[src/inc/rivm_defs.vh]
// Purpose : constants for the reset and interrupt vector map
// Assumes : word-addressed program memory, 32-bit apb data
// Notes   : included by rivm_top.v and rivm_prio.v
`ifndef RIVM_DEFS_VH
`define RIVM_DEFS_VH

// ----------------------------------------------------------------
// vector table shape
// ----------------------------------------------------------------
`define RIVM_NUM_VEC      35
`define RIVM_NUM_IRQ      34
`define RIVM_VEC_RESET    6'h01
`define RIVM_VEC_FIRST    6'h02
`define RIVM_VEC_WDT      6'h09
`define RIVM_SLOT_WORDS   16'h0002
`define RIVM_APP_BASE     16'h0000
`define RIVM_IDX_W        6

// ----------------------------------------------------------------
// request bit positions (bit i carries vector i+2)
// ----------------------------------------------------------------
`define RIVM_B_EXT0       0
`define RIVM_B_PCH0       3
`define RIVM_B_WDT        7
`define RIVM_B_T2         8
`define RIVM_B_T1         11
`define RIVM_B_T0         15
`define RIVM_B_SPI        18
`define RIVM_B_U0         19
`define RIVM_B_ACMP       22
`define RIVM_B_ADC        23
`define RIVM_B_EE         24
`define RIVM_B_TWS        25
`define RIVM_B_PST        26
`define RIVM_B_U1         27
`define RIVM_B_T3         30

// ----------------------------------------------------------------
// apb register map (byte addresses)
// ----------------------------------------------------------------
`define RIVM_A_CTRL       12'h000
`define RIVM_A_STAT       12'h004
`define RIVM_A_LAST       12'h008
`define RIVM_A_BOOT       12'h00C
`define RIVM_A_REQLO      12'h010
`define RIVM_A_REQHI      12'h014

// ----------------------------------------------------------------
// field positions
// ----------------------------------------------------------------
`define RIVM_F_VTSEL      0
`define RIVM_F_PVALID     8
`define RIVM_F_FUSE       9
`define RIVM_F_GIE        10
`define RIVM_CTRL_RST     1'b0

`endif

[src/rtl/rivm_prio.v]
// Purpose : lowest-index-wins priority encoder for pending requests
// Assumes : request vector already gated by global enable
// Notes   : purely combinational; one instance in rivm_top
`timescale 1ns/1ns
`include "rivm_defs.vh"

module rivm_prio #(
  parameter N   = `RIVM_NUM_IRQ,
  parameter W   = `RIVM_IDX_W
) (
  input  wire [N-1:0] req,
  output reg          found,
  output reg  [W-1:0] idx
);

  integer i;

  // ----------------------------------------------------------------
  // scan downwards so the lowest set bit is the last to win
  // ----------------------------------------------------------------
  always @* begin
    found = 1'b0;
    idx   = {W{1'b0}};
    for (i = N - 1; i >= 0; i = i - 1) begin
      if (req[i]) begin
        found = 1'b1;
        idx   = i[W-1:0];
      end
    end
  end

endmodule // rivm_prio

[src/rtl/rivm_top.v]
// Purpose : reset and interrupt vector address generator
// Assumes : one clock pclk, async active-low presetn, apb slave
// Notes   : requests arrive already flagged and enabled per source
//
// Design decisions made here: the APB slave port and the register addresses.
`timescale 1ns/1ns
`include "rivm_defs.vh"

module rivm_top #(
  parameter AW = 16
) (
  input  wire          pclk,
  input  wire          presetn,
  // apb slave
  input  wire          psel,
  input  wire          penable,
  input  wire          pwrite,
  input  wire [11:0]   paddr,
  input  wire [31:0]   pwdata,
  output reg  [31:0]   prdata_ff,
  output reg           pready_ff,
  output reg           pslverr_ff,
  // configuration straps
  input  wire          boot_reset_select_fuse,
  input  wire [AW-1:0] boot_reset_addr,
  // core side
  input  wire          global_irq_enable,
  input  wire          core_vec_take,
  input  wire          wdt_reset_mode,
  output reg           reset_go_ff,
  output reg  [AW-1:0] reset_addr_ff,
  output reg           vec_valid_ff,
  output reg  [5:0]    vec_num_ff,
  output reg  [AW-1:0] vec_addr_ff,
  output reg           watchdog_flag_clr_ff,
  output reg           watchdog_irq_enable_clr_ff,
  // peripheral requests
  input  wire          external_request_zero,
  input  wire          external_request_one,
  input  wire          external_request_two,
  input  wire          pin_change_request_zero,
  input  wire          pin_change_request_one,
  input  wire          pin_change_request_two,
  input  wire          pin_change_request_three,
  input  wire          watchdog_timeout_flag,
  input  wire          t2_cmp_a,
  input  wire          t2_cmp_b,
  input  wire          t2_ovf,
  input  wire          t1_capture,
  input  wire          t1_cmp_a,
  input  wire          t1_cmp_b,
  input  wire          t1_ovf,
  input  wire          t0_cmp_a,
  input  wire          t0_cmp_b,
  input  wire          t0_ovf,
  input  wire          serial_xfer_done,
  input  wire          first_usart_rx_done,
  input  wire          first_usart_tx_empty,
  input  wire          first_usart_tx_done,
  input  wire          analog_compare,
  input  wire          conversion_done,
  input  wire          data_eeprom_ready,
  input  wire          two_wire_serial,
  input  wire          program_store_ready,
  input  wire          second_usart_rx_done,
  input  wire          second_usart_tx_empty,
  input  wire          second_usart_tx_done,
  input  wire          t3_capture,
  input  wire          t3_cmp_a,
  input  wire          t3_cmp_b,
  input  wire          t3_ovf
);

  // ----------------------------------------------------------------
  // functions
  // ----------------------------------------------------------------
  // slot address of vector n over a table base
  function [AW-1:0] slot_addr;
    input [5:0]    n;
    input [AW-1:0] base;
    reg   [AW-1:0] off;
    begin
      off       = {{(AW-6){1'b0}}, (n - `RIVM_VEC_RESET)};
      slot_addr = base + off * `RIVM_SLOT_WORDS;
    end
  endfunction

  // ----------------------------------------------------------------
  // declarations
  // ----------------------------------------------------------------
  localparam ST_RESET = 2'b00;
  localparam ST_BOOT  = 2'b01;
  localparam ST_RUN   = 2'b10;

  reg  [1:0]    state_ff;
  reg  [1:0]    nxt_state;
  reg           fuse_ff;
  reg  [AW-1:0] boot_ff;
  reg           vtab_sel_ff;
  reg           nxt_vtab_sel;
  reg  [5:0]    last_ff;
  reg  [31:0]   nxt_prdata;
  reg           nxt_pslverr;
  wire          nxt_pready;
  wire          wr_go;
  wire [`RIVM_NUM_IRQ-1:0] req_raw;
  wire [`RIVM_NUM_IRQ-1:0] req_en;
  wire          pend_found;
  wire [5:0]    pend_idx;
  wire [5:0]    pend_num;
  wire [AW-1:0] vec_base;
  wire          take_go;

  // ----------------------------------------------------------------
  // request assembly
  // ----------------------------------------------------------------
  // bit i of the vector serves vector i+2
  assign req_raw[`RIVM_B_EXT0+2:`RIVM_B_EXT0] =
    {external_request_two, external_request_one,
     external_request_zero};
  assign req_raw[`RIVM_B_PCH0+3:`RIVM_B_PCH0] =
    {pin_change_request_three, pin_change_request_two,
     pin_change_request_one, pin_change_request_zero};
  assign req_raw[`RIVM_B_WDT] = watchdog_timeout_flag;
  assign req_raw[`RIVM_B_T2+2:`RIVM_B_T2] =
    {t2_ovf, t2_cmp_b, t2_cmp_a};
  assign req_raw[`RIVM_B_T1+3:`RIVM_B_T1] =
    {t1_ovf, t1_cmp_b, t1_cmp_a, t1_capture};
  assign req_raw[`RIVM_B_T0+2:`RIVM_B_T0] =
    {t0_ovf, t0_cmp_b, t0_cmp_a};
  assign req_raw[`RIVM_B_SPI] = serial_xfer_done;
  assign req_raw[`RIVM_B_U0+2:`RIVM_B_U0] =
    {first_usart_tx_done, first_usart_tx_empty,
     first_usart_rx_done};
  assign req_raw[`RIVM_B_ACMP] = analog_compare;
  assign req_raw[`RIVM_B_ADC]  = conversion_done;
  assign req_raw[`RIVM_B_EE]   = data_eeprom_ready;
  assign req_raw[`RIVM_B_TWS]  = two_wire_serial;
  assign req_raw[`RIVM_B_PST]  = program_store_ready;
  assign req_raw[`RIVM_B_U1+2:`RIVM_B_U1] =
    {second_usart_tx_done, second_usart_tx_empty,
     second_usart_rx_done};
  assign req_raw[`RIVM_B_T3+3:`RIVM_B_T3] =
    {t3_ovf, t3_cmp_b, t3_cmp_a, t3_capture};

  // nothing is offered before the reset vector has gone out
  assign req_en = (global_irq_enable && state_ff == ST_RUN) ?
                  req_raw : {`RIVM_NUM_IRQ{1'b0}};

  // ----------------------------------------------------------------
  // priority pick
  // ----------------------------------------------------------------
  rivm_prio #(
    .N   (`RIVM_NUM_IRQ),
    .W   (`RIVM_IDX_W)
  ) u_prio (
    .req   (req_en),
    .found (pend_found),
    .idx   (pend_idx)
  );

  assign pend_num = pend_idx + `RIVM_VEC_FIRST;

  // relocation base follows the select bit only, never the fuse
  assign vec_base = vtab_sel_ff ? boot_ff : `RIVM_APP_BASE;

  // core executes the vector it was shown
  assign take_go = core_vec_take && vec_valid_ff;

  // ----------------------------------------------------------------
  // reset sequencing
  // ----------------------------------------------------------------
  // straps are caught one edge after release, never under reset
  always @* begin
    nxt_state = state_ff;
    case (state_ff)
      ST_RESET: begin
        nxt_state = ST_BOOT;
      end
      ST_BOOT: begin
        nxt_state = ST_RUN;
      end
      ST_RUN: begin
        nxt_state = ST_RUN;
      end
      default: begin
        nxt_state = ST_RESET;
      end
    endcase
  end

  always @(posedge pclk or negedge presetn) begin
    if (!presetn) begin
      state_ff <= ST_RESET;
    end else begin
      state_ff <= nxt_state;
    end
  end

  // strap capture in the first cycle after release
  always @(posedge pclk or negedge presetn) begin
    if (!presetn) begin
      fuse_ff <= 1'b1;
      boot_ff <= {AW{1'b0}};
    end else if (state_ff == ST_RESET) begin
      fuse_ff <= boot_reset_select_fuse;
      boot_ff <= boot_reset_addr;
    end
  end

  // reset vector: one pulse with the chosen start address
  always @(posedge pclk or negedge presetn) begin
    if (!presetn) begin
      reset_go_ff   <= 1'b0;
      reset_addr_ff <= `RIVM_APP_BASE;
    end else begin
      reset_go_ff <= (state_ff == ST_BOOT);
      if (state_ff == ST_BOOT) begin
        // fuse 0 = programmed, selects boot loader start
        reset_addr_ff <= fuse_ff ? `RIVM_APP_BASE
                                 : boot_ff;
      end
    end
  end

  // ----------------------------------------------------------------
  // vector presentation
  // ----------------------------------------------------------------
  // re-evaluated every cycle; a higher request that lands late
  // still displaces the shown one until the core takes it
  always @(posedge pclk or negedge presetn) begin
    if (!presetn) begin
      vec_valid_ff <= 1'b0;
      vec_num_ff   <= 6'h00;
      vec_addr_ff  <= {AW{1'b0}};
    end else if (take_go) begin
      // one dead cycle lets the served flag drop first
      vec_valid_ff <= 1'b0;
    end else begin
      vec_valid_ff <= pend_found;
      if (pend_found) begin
        vec_num_ff  <= pend_num;
        vec_addr_ff <= slot_addr(pend_num, vec_base);
      end
    end
  end

  // ----------------------------------------------------------------
  // watchdog flag housekeeping
  // ----------------------------------------------------------------
  always @(posedge pclk or negedge presetn) begin
    if (!presetn) begin
      watchdog_flag_clr_ff       <= 1'b0;
      watchdog_irq_enable_clr_ff <= 1'b0;
    end else begin
      watchdog_flag_clr_ff <= take_go &&
        (vec_num_ff == `RIVM_VEC_WDT);
      // combined mode drops back to plain reset mode
      watchdog_irq_enable_clr_ff <= take_go &&
        (vec_num_ff == `RIVM_VEC_WDT) &&
        wdt_reset_mode;
    end
  end

  // last vector executed, for software inspection
  always @(posedge pclk or negedge presetn) begin
    if (!presetn) begin
      last_ff <= 6'h00;
    end else if (reset_go_ff) begin
      last_ff <= `RIVM_VEC_RESET;
    end else if (take_go) begin
      last_ff <= vec_num_ff;
    end
  end

  // ----------------------------------------------------------------
  // apb slave
  // ----------------------------------------------------------------
  // answer is prepared in setup, so every access has one wait-free
  // access cycle; pready falls again right after
  assign nxt_pready = psel && !penable;
  assign wr_go      = psel && penable && pready_ff && pwrite;

  // read mux and error decode on the setup cycle
  always @* begin
    nxt_prdata  = 32'h0000_0000;
    nxt_pslverr = 1'b0;
    if (paddr == `RIVM_A_CTRL) begin
      nxt_prdata[`RIVM_F_VTSEL] = vtab_sel_ff;
    end else if (paddr == `RIVM_A_STAT) begin
      nxt_prdata[5:0]            = vec_num_ff;
      nxt_prdata[`RIVM_F_PVALID] = vec_valid_ff;
      nxt_prdata[`RIVM_F_FUSE]   = fuse_ff;
      nxt_prdata[`RIVM_F_GIE]    = global_irq_enable;
    end else if (paddr == `RIVM_A_LAST) begin
      nxt_prdata[5:0] = last_ff;
    end else if (paddr == `RIVM_A_BOOT) begin
      nxt_prdata[AW-1:0] = boot_ff;
    end else if (paddr == `RIVM_A_REQLO) begin
      nxt_prdata = req_raw[31:0];
    end else if (paddr == `RIVM_A_REQHI) begin
      nxt_prdata[1:0] = req_raw[`RIVM_NUM_IRQ-1:32];
    end else begin
      nxt_pslverr = 1'b1;   // unmapped
    end
    // only the control word is writable
    if (pwrite && paddr != `RIVM_A_CTRL) begin
      nxt_pslverr = 1'b1;
    end
    if (pwrite) begin
      nxt_prdata = 32'h0000_0000;
    end
  end

  // control register write, taken at the access edge only
  always @* begin
    nxt_vtab_sel = vtab_sel_ff;
    if (wr_go && paddr == `RIVM_A_CTRL) begin
      nxt_vtab_sel = pwdata[`RIVM_F_VTSEL];
    end
  end

  always @(posedge pclk or negedge presetn) begin
    if (!presetn) begin
      vtab_sel_ff <= `RIVM_CTRL_RST;
      pready_ff   <= 1'b0;
      prdata_ff   <= 32'h0000_0000;
      pslverr_ff  <= 1'b0;
    end else begin
      vtab_sel_ff <= nxt_vtab_sel;
      pready_ff   <= nxt_pready;
      prdata_ff   <= nxt_pready ? nxt_prdata  : 32'h0000_0000;
      pslverr_ff  <= nxt_pready ? nxt_pslverr : 1'b0;
    end
  end

endmodule // rivm_top

[config.mk]
export PLATFORM = sky130hd
export DESIGN_NAME = rivm_top
export DESIGN_NICKNAME = d
export VERILOG_FILES = /design/src/rtl/rivm_prio.v /design/src/rtl/rivm_top.v
export VERILOG_INCLUDE_DIRS = /design/src /design/src/inc
export SDC_FILE = /design/constraint.sdc
export NUM_CORES = 1
export LEC_CHECK = 0
export ABC_CLOCK_PERIOD_IN_PS = 3400
export BUFFER_PORTS_ARGS = -buffer_cell sky130_fd_sc_hd__buf_2
export CAP_MARGIN = 5
export CORE_ASPECT_RATIO = 1.25
export CORE_UTILIZATION = 45
export DETAILED_ROUTE_END_ITERATION = 8
export GPL_TIMING_DRIVEN = 0
export PLACE_DENSITY_LB_ADDON = 0.1
export SLEW_MARGIN = 20
export SYNTH_ARGS = -nofsm -noshare
export SYNTH_HDL_FRONTEND = slang
export SYNTH_SLANG_ARGS = --single-unit
[constraint.sdc]
create_clock -name pclk -period 3.4 [get_ports pclk]
set_input_delay 0.34 -clock pclk [delete_from_list [all_inputs] [get_ports pclk]]
set_output_delay 0.34 -clock pclk [all_outputs]
set_load 0.02 [all_outputs]
==> results of run 1 <==
-- flip-flops by register name, summed over array words and instances (netlist names), 2 cells and up --
register,count
boot_ff,16
last_ff,6
vec_num_ff,6
prdata_ff,32
reset_addr_ff,16
state_ff,2
vec_addr_ff,16
-- timing repair --
action / CTS / global route
resized for setup: 32 / 22
endpoints found under the hold margin: 47 / 0
setup endpoints to repair: 11 / 10
hold buffers: 1 / 0
buffers inserted: 8 / 9
gates cloned: 0 / 0
pin swaps: 15 / 22
-- cell type report --
| class | count | area (sq um) | share of cell area [%] |
|---|---|---|---|
| timing repair buffer | 164 | 897.1 | 13.34 |
| buffer | 19 | 81.33 | 1.210 |
| tap | 135 | 168.9 | 2.513 |
| multi-input combinational | 366 | 2597 | 38.64 |
| clock inverter | 4 | 32.53 | 0.4839 |
| clock buffer | 12 | 246.5 | 3.666 |
| sequential | 102 | 2554 | 37.99 |
| inverter | 38 | 145.1 | 2.159 |
-- cells by family (layout without fill, tap and decap cells) --
logic type                 Yosys count  count (layout)  synth area share, %
adders and majority gates           14              14                3.573
and+or+nand+nor                    192             192                18.99
xor gates and xnor gates            16              16                2.741
AOI/OAI and AO/OA                  120             120                14.83
buffers and inverters               57             237                4.430
muxes                               24              24                5.482
DFF                                102             102                49.95
-- stage by stage --
stage / util [%] / TNS, ps / worst slack (ps) / hold WS [ps]
6_report: 60.66 / 0 / 41.16 / 194.7
5_1_grt: 60.66 / -381.4 / -95.34 / 212.2
4_1_cts: 59.20 / 0 / 8.559 / 195.3
3_5_place_dp: 54.68 / -4787 / -586.8 / 298.3
3_3_place_gp: 54.32 / -4017 / -540.2 / 470.0
2_1_floorplan: - / 0 / 42.72 / 44.41
-- per-layer routing --
metal	global-route usage, %	wire length [um]
met1	32.49	6141
met2	44.01	7516
met3	4.781	975
met4	11.03	395
met5	0	0
-- Yosys cell counts, types with 2 or more instances --
cell	count	area share, %
nor3b_1	3	0.44
mux2_4	3	0.88
nor3_1	13	1.3
inv_1	37	2.7
a31oi_1	3	0.37
and3_1	2	0.24
o21ai_0	44	4.3
a21oi_1	27	2.6
o41ai_1	2	0.34
mux2_2	20	4.4
a21o_1	2	0.29
ha_1	13	3.2
xnor2_1	10	1.7
xor2_1	6	1.0
o211ai_1	2	0.29
o21a_1	3	0.44
nor4_2	2	0.49
a222oi_1	6	1.2
clkbuf_1	15	1.1
nand4_1	2	0.24
buf_4	2	0.29
nand2_1	61	4.5
nor2b_1	2	0.24
dfrtp_1	101	49
nor4_1	8	0.98
nand3b_1	17	2.5
nand2b_1	4	0.49
a22oi_1	8	1.2
buf_2	2	0.20
o21bai_1	2	0.29
o31ai_1	7	1.0
and2_1	19	2.3
nand3_1	7	0.69
nor2_1	43	3.2
-- placed cells by master (no fill, tap or decap), types with 3 or more instances in the layout --
cell type and instances:
clkbuf_16 9, nor4_1 6, nor3_1 12, a22oi_1 8
xnor2_1 10, o21ai_1 6, clkbuf_1 17, mux2_2 20
a21oi_1 22, inv_1 35, o21a_1 3, o31ai_1 6
nor4_2 4, o21ai_0 36, nor2_1 42, nand3b_1 17
nand2b_1 3, xor2_1 5, nand2_1 58, a222oi_1 6
ha_4 4, a31oi_1 3, a21oi_2 3, buf_2 146
buf_4 19, mux2_4 3, nand3_1 6, ha_1 8
dfrtp_1 101, and2_1 19
-- worst register-to-register path, delay by kind of cell, from the launching register on --
| family | cells | cell delay (ps) |
|---|---|---|
| AOI/OAI and AO/OA | 6 | 960 |
| adders and majority gates | 3 | 830 |
| and+or+nand+nor | 4 | 510 |
| DFF | 1 | 400 |
| buffers and inverters | 3 | 310 |
| xor gates and xnor gates | 1 | 220 |
-- worst min-delay path by stage --
stage | slack [ps] | startpoint | endpoint
floorplan | 40 | presetn | boot_ff[0]
CTS | 200 | wdt_reset_mode | watchdog_irq_enable_clr_ff
global route | 210 | wdt_reset_mode | watchdog_irq_enable_clr_ff
finish | 190 | wdt_reset_mode | watchdog_irq_enable_clr_ff
global placement | 470 | vec_addr_ff[15] | vec_addr_ff[15]
detailed placement | 300 | presetn | prdata_ff[25]
-- report_power, final --
part / switching (mW) / leakage [nW] / internal, mW
combinational: 0.303 / 1.76 / 0.202
sequential: 0.0635 / 1.31 / 1.28
clock: 0.462 / 0.129 / 0.520
total: 0.829 / 3.19 / 2.01
==> results.md, run 1 <==
* FMAX at 297.7 MHz
* Clk sinks at 102
* Fin cells at 840
* EDFF count, synth at 0
* Die Height at 121.2 um
* Slowest CP cell: fa_1
* Critical path buffers and inverters at 3
* Total power after layout at 2.835 mW
* Cell chosen for the clock root: clkbuf_16
* Via count at 4657
* Area grow syn2layout at 31.50%
* Post-route ant nets at 0
* Startpoint types: flop
* Worst setup endpoint: vec_addr_ff[15]
* R2r endpoint: vec_addr_ff[15]
* Synthesized area at 5112 sq um
* Status: complete, no violations
* Setup-failing EPs final at 0
* Yosys warns at 0
* VDD IR max at 0.2500 mV
* Total grt overflow at 0
* RSZ-0062 raised after global routing: yes
* Largest net degree at the start of global routing at 56
* Sequential element share of the synthesized area at 49.95%
* Synth Instances at 525
* Avg Inst Size Synth at 9.738 sq um
* Global-route wire length before repair at 23.62 mm
* Critical path depth in cells at 17
* Cell Rows at 43
* DP Area at 6061 sq um
* Longest Clk Path Bufs at 2
* Syn nets at 642
* Synth unique cells at 61
* Dpl hpwl at 11.12 mm
* Drt pass-1 iters at 5
* Setup Skew at 8.612 ps
* CTS tree: built
* Fin crit period at 3359 ps
* Finished Cell Area at 6723 sq um
* Post-synth top flop: dfrtp_1
* DR DRC count at 0
* Ys async rst share at 100.0%
* WL/cell at 17.89 um
* Clock slew at reported path FFs at 70 ps
* Cells on worst reg2reg path at 17
* Final Cycle Share at 98.79%
* Placed cells at 806
* Layout Nets at 817
* Final hold vios at 0
* Crit. Startpoint: state_ff[0]
* Vias per cell at 5.544
* Initial Util at 46.13%
* Insertion delay to the later sink of the worst-skew pair at 350 ps
* Slew margin rel. at 48.12%
* Crit path max fanout at 8
* Crit path cell chain: inv_2, ha_4, nand2_4, nor2_4, o211ai_1, o41ai_4, buf_4, inv_2, ha_4, fa_1, nor2b_1, o21ai_2, a21oi_4, o31ai_4, nor2_1, xor2_1, o21ai_1
* Slew Viols, Final at 0
* Register-to-register setup slack at 40 ps
* Share of layout cells above drive strength 1 at 35.46%
* Initial antenna violation count at 0
* Worst-margin pin slew at 771.8 ps
* Port-buffer cells at 145
* WP data arrival at 3590 ps
* Total CTS buffers at 9
* Hold crit path type: primary input to flop
* Max Cap Viol at 0
* DIE WIDTH at 97.34 um
* Vias in the first global route at 4608
* PwrDens at 421.8 nW/um^2
* Setup CP Type: flop to flop
* Worst Setup End Kind: flop
* Top delay family on crit path: compound AO/OA/AOI/OAI gates
* Synthesis-stage register bit count at 102
* FILL cells at 977
* LEAKAGE at 3.192 nW
* Hold Path Depth at 2
* Die area at 11790 sq um
* CP required at 3630 ps
* GRT Total Usage at 25.90%
* Starting DRT DRC Count at 209
* RR Startpoint: state_ff[0]
* GP Congestion at 0.9268
* Total wire length at 15.03 mm
* Max incr delay on CP at 450 ps
* Core area at 11080 sq um
* H-Tree Level Count at 3
* I/O pin cnt at 179
* Antenna diodes at 0
(Power assumes the default switching activity.)
==> run 2: changes to the inputs <==
--- a/config.mk
+++ b/config.mk
@@ -14,6 +14,7 @@
 export DETAILED_ROUTE_END_ITERATION = 8
 export GPL_TIMING_DRIVEN = 0
 export PLACE_DENSITY_LB_ADDON = 0.1
+export RECOVER_POWER = 100
 export SLEW_MARGIN = 20
 export SYNTH_ARGS = -nofsm -noshare
 export SYNTH_HDL_FRONTEND = slang
==> run 2 against run 1 <==
  * The run now ends with max-capacitance violations, max-slew violations left
  * Final area decreased by 0.13%
  * Setup slack got worse by 0.50 ps
  * Fmax about the same
  * Combinational power about the same
  * Die area unchanged
  * Register-to-register slack about the same
  * Critical path type unchanged
==> results.md, run 2 (same netlist as run 1, synthesis figures left out) <==
* Status: finished, violations left
* Failing checks: max-capacitance violations, max-slew violations
* Cells on worst reg2reg path at 17 (unchanged)
* Die area at 11790 sq um (unchanged)
* Vias in the first global route at 4608 (unchanged)
* GP Congestion at 0.9268 (unchanged)
* Most frequent cells in the layout: 145 x buf_2, 101 x dfrtp_1, 58 x nand2_1
* Setup CP Type: flop to flop
* Core Util, Final at 60.58% (-0.079 points)
* GRT Total Usage at 25.90% (unchanged)
* Die Height at 121.2 um (unchanged)
* Slew Viols, Final at 48 (+48)
* DIE WIDTH at 97.34 um (unchanged)
* PwrDens at 422.2 nW/um^2 (+0.11%)
* WP data arrival at 3590 ps (about the same)
* Setup-failing EPs final at 0 (unchanged)
* Starting DRT DRC Count at 209 (unchanged)
* Final Cycle Share at 98.80% (about the same)
* Max FFs per register at 32 (unchanged)
* I/O pin cnt at 179 (unchanged)
* Max Cap Viol at 1 (+1)
* Total grt overflow at 0 (unchanged)
* CTS tree: built
* LEAKAGE at 3.185 nW (-0.24%)
* Total power after layout at 2.835 mW (about the same)
* R2r endpoint: vec_addr_ff[15]
* Largest Register: prdata_ff
* RR Startpoint: state_ff[0]
* Area grow syn2layout at 31.33%
* Largest net degree at the start of global routing at 56 (unchanged)
* Setup ws final at 40.65 ps (-0.5048 ps)
* Setup Skew at 8.667 ps (+0.05440 ps)
* Initial antenna violation count at 0 (unchanged)
* VDD IR max at 0.2502 mV (about the same)
* RSZ-0062 raised after global routing: yes
* Global-route wire length before repair at 23.62 mm (unchanged)
* Placed cells at 806 (unchanged)
* Slew margin rel. at -72.82% (-120 points)
* Clk sinks at 102 (unchanged)
* Antenna diodes at 0 (unchanged)
* Share of layout cells above drive strength 1 at 35.18% (-0.28 points)
* Hold crit path type: primary input to flop
* Cell Rows at 43 (unchanged)
* Post-route ant nets at 0 (unchanged)
* Worst setup endpoint: vec_addr_ff[15]
* FMAX at 297.7 MHz (about the same)
* Clock slew at reported path FFs at 70 ps (about the same)
* Worst Setup End Kind: flop
* DR DRC count at 0 (unchanged)
* Finished Cell Area at 6714 sq um (-0.13%)
* DP Area at 6061 sq um (unchanged)
* Drt pass-1 iters at 5 (unchanged)
* Crit path max fanout at 8 (unchanged)
* WL/cell at 17.88 um (about the same)
* H-Tree Level Count at 3 (unchanged)
* Port-buffer cells at 145 (unchanged)
* Longest Clk Path Bufs at 2 (unchanged)
* Worst-margin pin slew at 2592 ps (+1821 ps)
* Vias per cell at 5.556 (+0.21%)
* Fin Setup TNS at 0 ps (unchanged)
* Core area at 11080 sq um (unchanged)
* Insertion delay to the later sink of the worst-skew pair at 350 ps (about the same)
* Cell chosen for the clock root: clkbuf_16
* Total CTS buffers at 9 (unchanged)
* Worst hold margin at 194.6 ps (-0.08900 ps)
* Dpl ws at -586.8 ps (unchanged)
* Fin crit period at 3359 ps (+0.5048 ps)
* Dpl hpwl at 11.12 mm (unchanged)
* CP required at 3630 ps (about the same)
* Startpoint types: flop
* Fin cells at 840 (unchanged)
* Via count at 4667 (+0.21%)
* Crit. Startpoint: state_ff[0]
* Register-to-register setup slack at 40 ps (about the same)
* Most common cell after layout, fill and taps aside: buf_2
* Final hold vios at 0 (unchanged)
* Layout Nets at 817 (unchanged)
* Initial Util at 46.13% (unchanged)
* Total wire length at 15.02 mm (about the same)
-- run 2: cell count changes in the layout (fill, tap and decap cells not counted), sizes merged --
cell and delta:
buf -2, clkbuf +2
-- run 2: critical path, stage by stage (launching register included) --
cell	delay, ps
dfrtp_1	400
inv_2	80
ha_4	140
nand2_4	90
nor2_4	110
o211ai_1	150
o41ai_4	340
buf_4	180
inv_2	50
ha_4	240
fa_1	450
nor2b_1	190
o21ai_2	100
a21oi_4	190
o31ai_4	80
nor2_1	120
xor2_1	220
o21ai_1	100
-- run 2: worst min path at each step --
stage,from,end,cells after the start
after global placement,vec_addr_ff[15],vec_addr_ff[15],2
after global routing,wdt_reset_mode,watchdog_irq_enable_clr_ff,2
after CTS,wdt_reset_mode,watchdog_irq_enable_clr_ff,2
after detailed placement,presetn,prdata_ff[25],1
after floorplan,presetn,boot_ff[0],0
final,wdt_reset_mode,watchdog_irq_enable_clr_ff,2
-- run 2: cell type report --
cell class	instances	area [sq um]
inverters	38	145.1
fillers	978	4369
clock inverters	4	32.53
repair buffers	164	888.4
multi-input cells	366	2597
flip-flops and latches	102	2554
plain buffers	19	81.33
well taps	135	168.9
clock buffers	12	246.5
-- run 2: where the power goes --
group	total (mW)	internal, mW	switching (mW)
Combinational	0.504	0.201	0.303
Sequential	1.35	1.28	0.0635
Clock	0.983	0.520	0.463
Total	2.83	2.01	0.829
-- run 2: layer usage --
layer / GRT usage (%) / part of all wire (%) / routed length [um] / up-vias
met5: 0 / 0 / 0 / -
met4: 11.03 / 2.6 / 395 / 0
met3: 4.781 / 6.5 / 981 / 25
met2: 44.01 / 50 / 7523 / 205
met1: 32.49 / 41 / 6123 / 2255
li1: - / - / - / 2182
-- run 2: what timing repair did --
action,CTS,global route
hold buffers,1,0
endpoints found under the hold margin,47,0
setup endpoints to repair,11,10
gates cloned,0,0
resized for setup,32,22
setup buffers,8,9
pin swaps,15,22
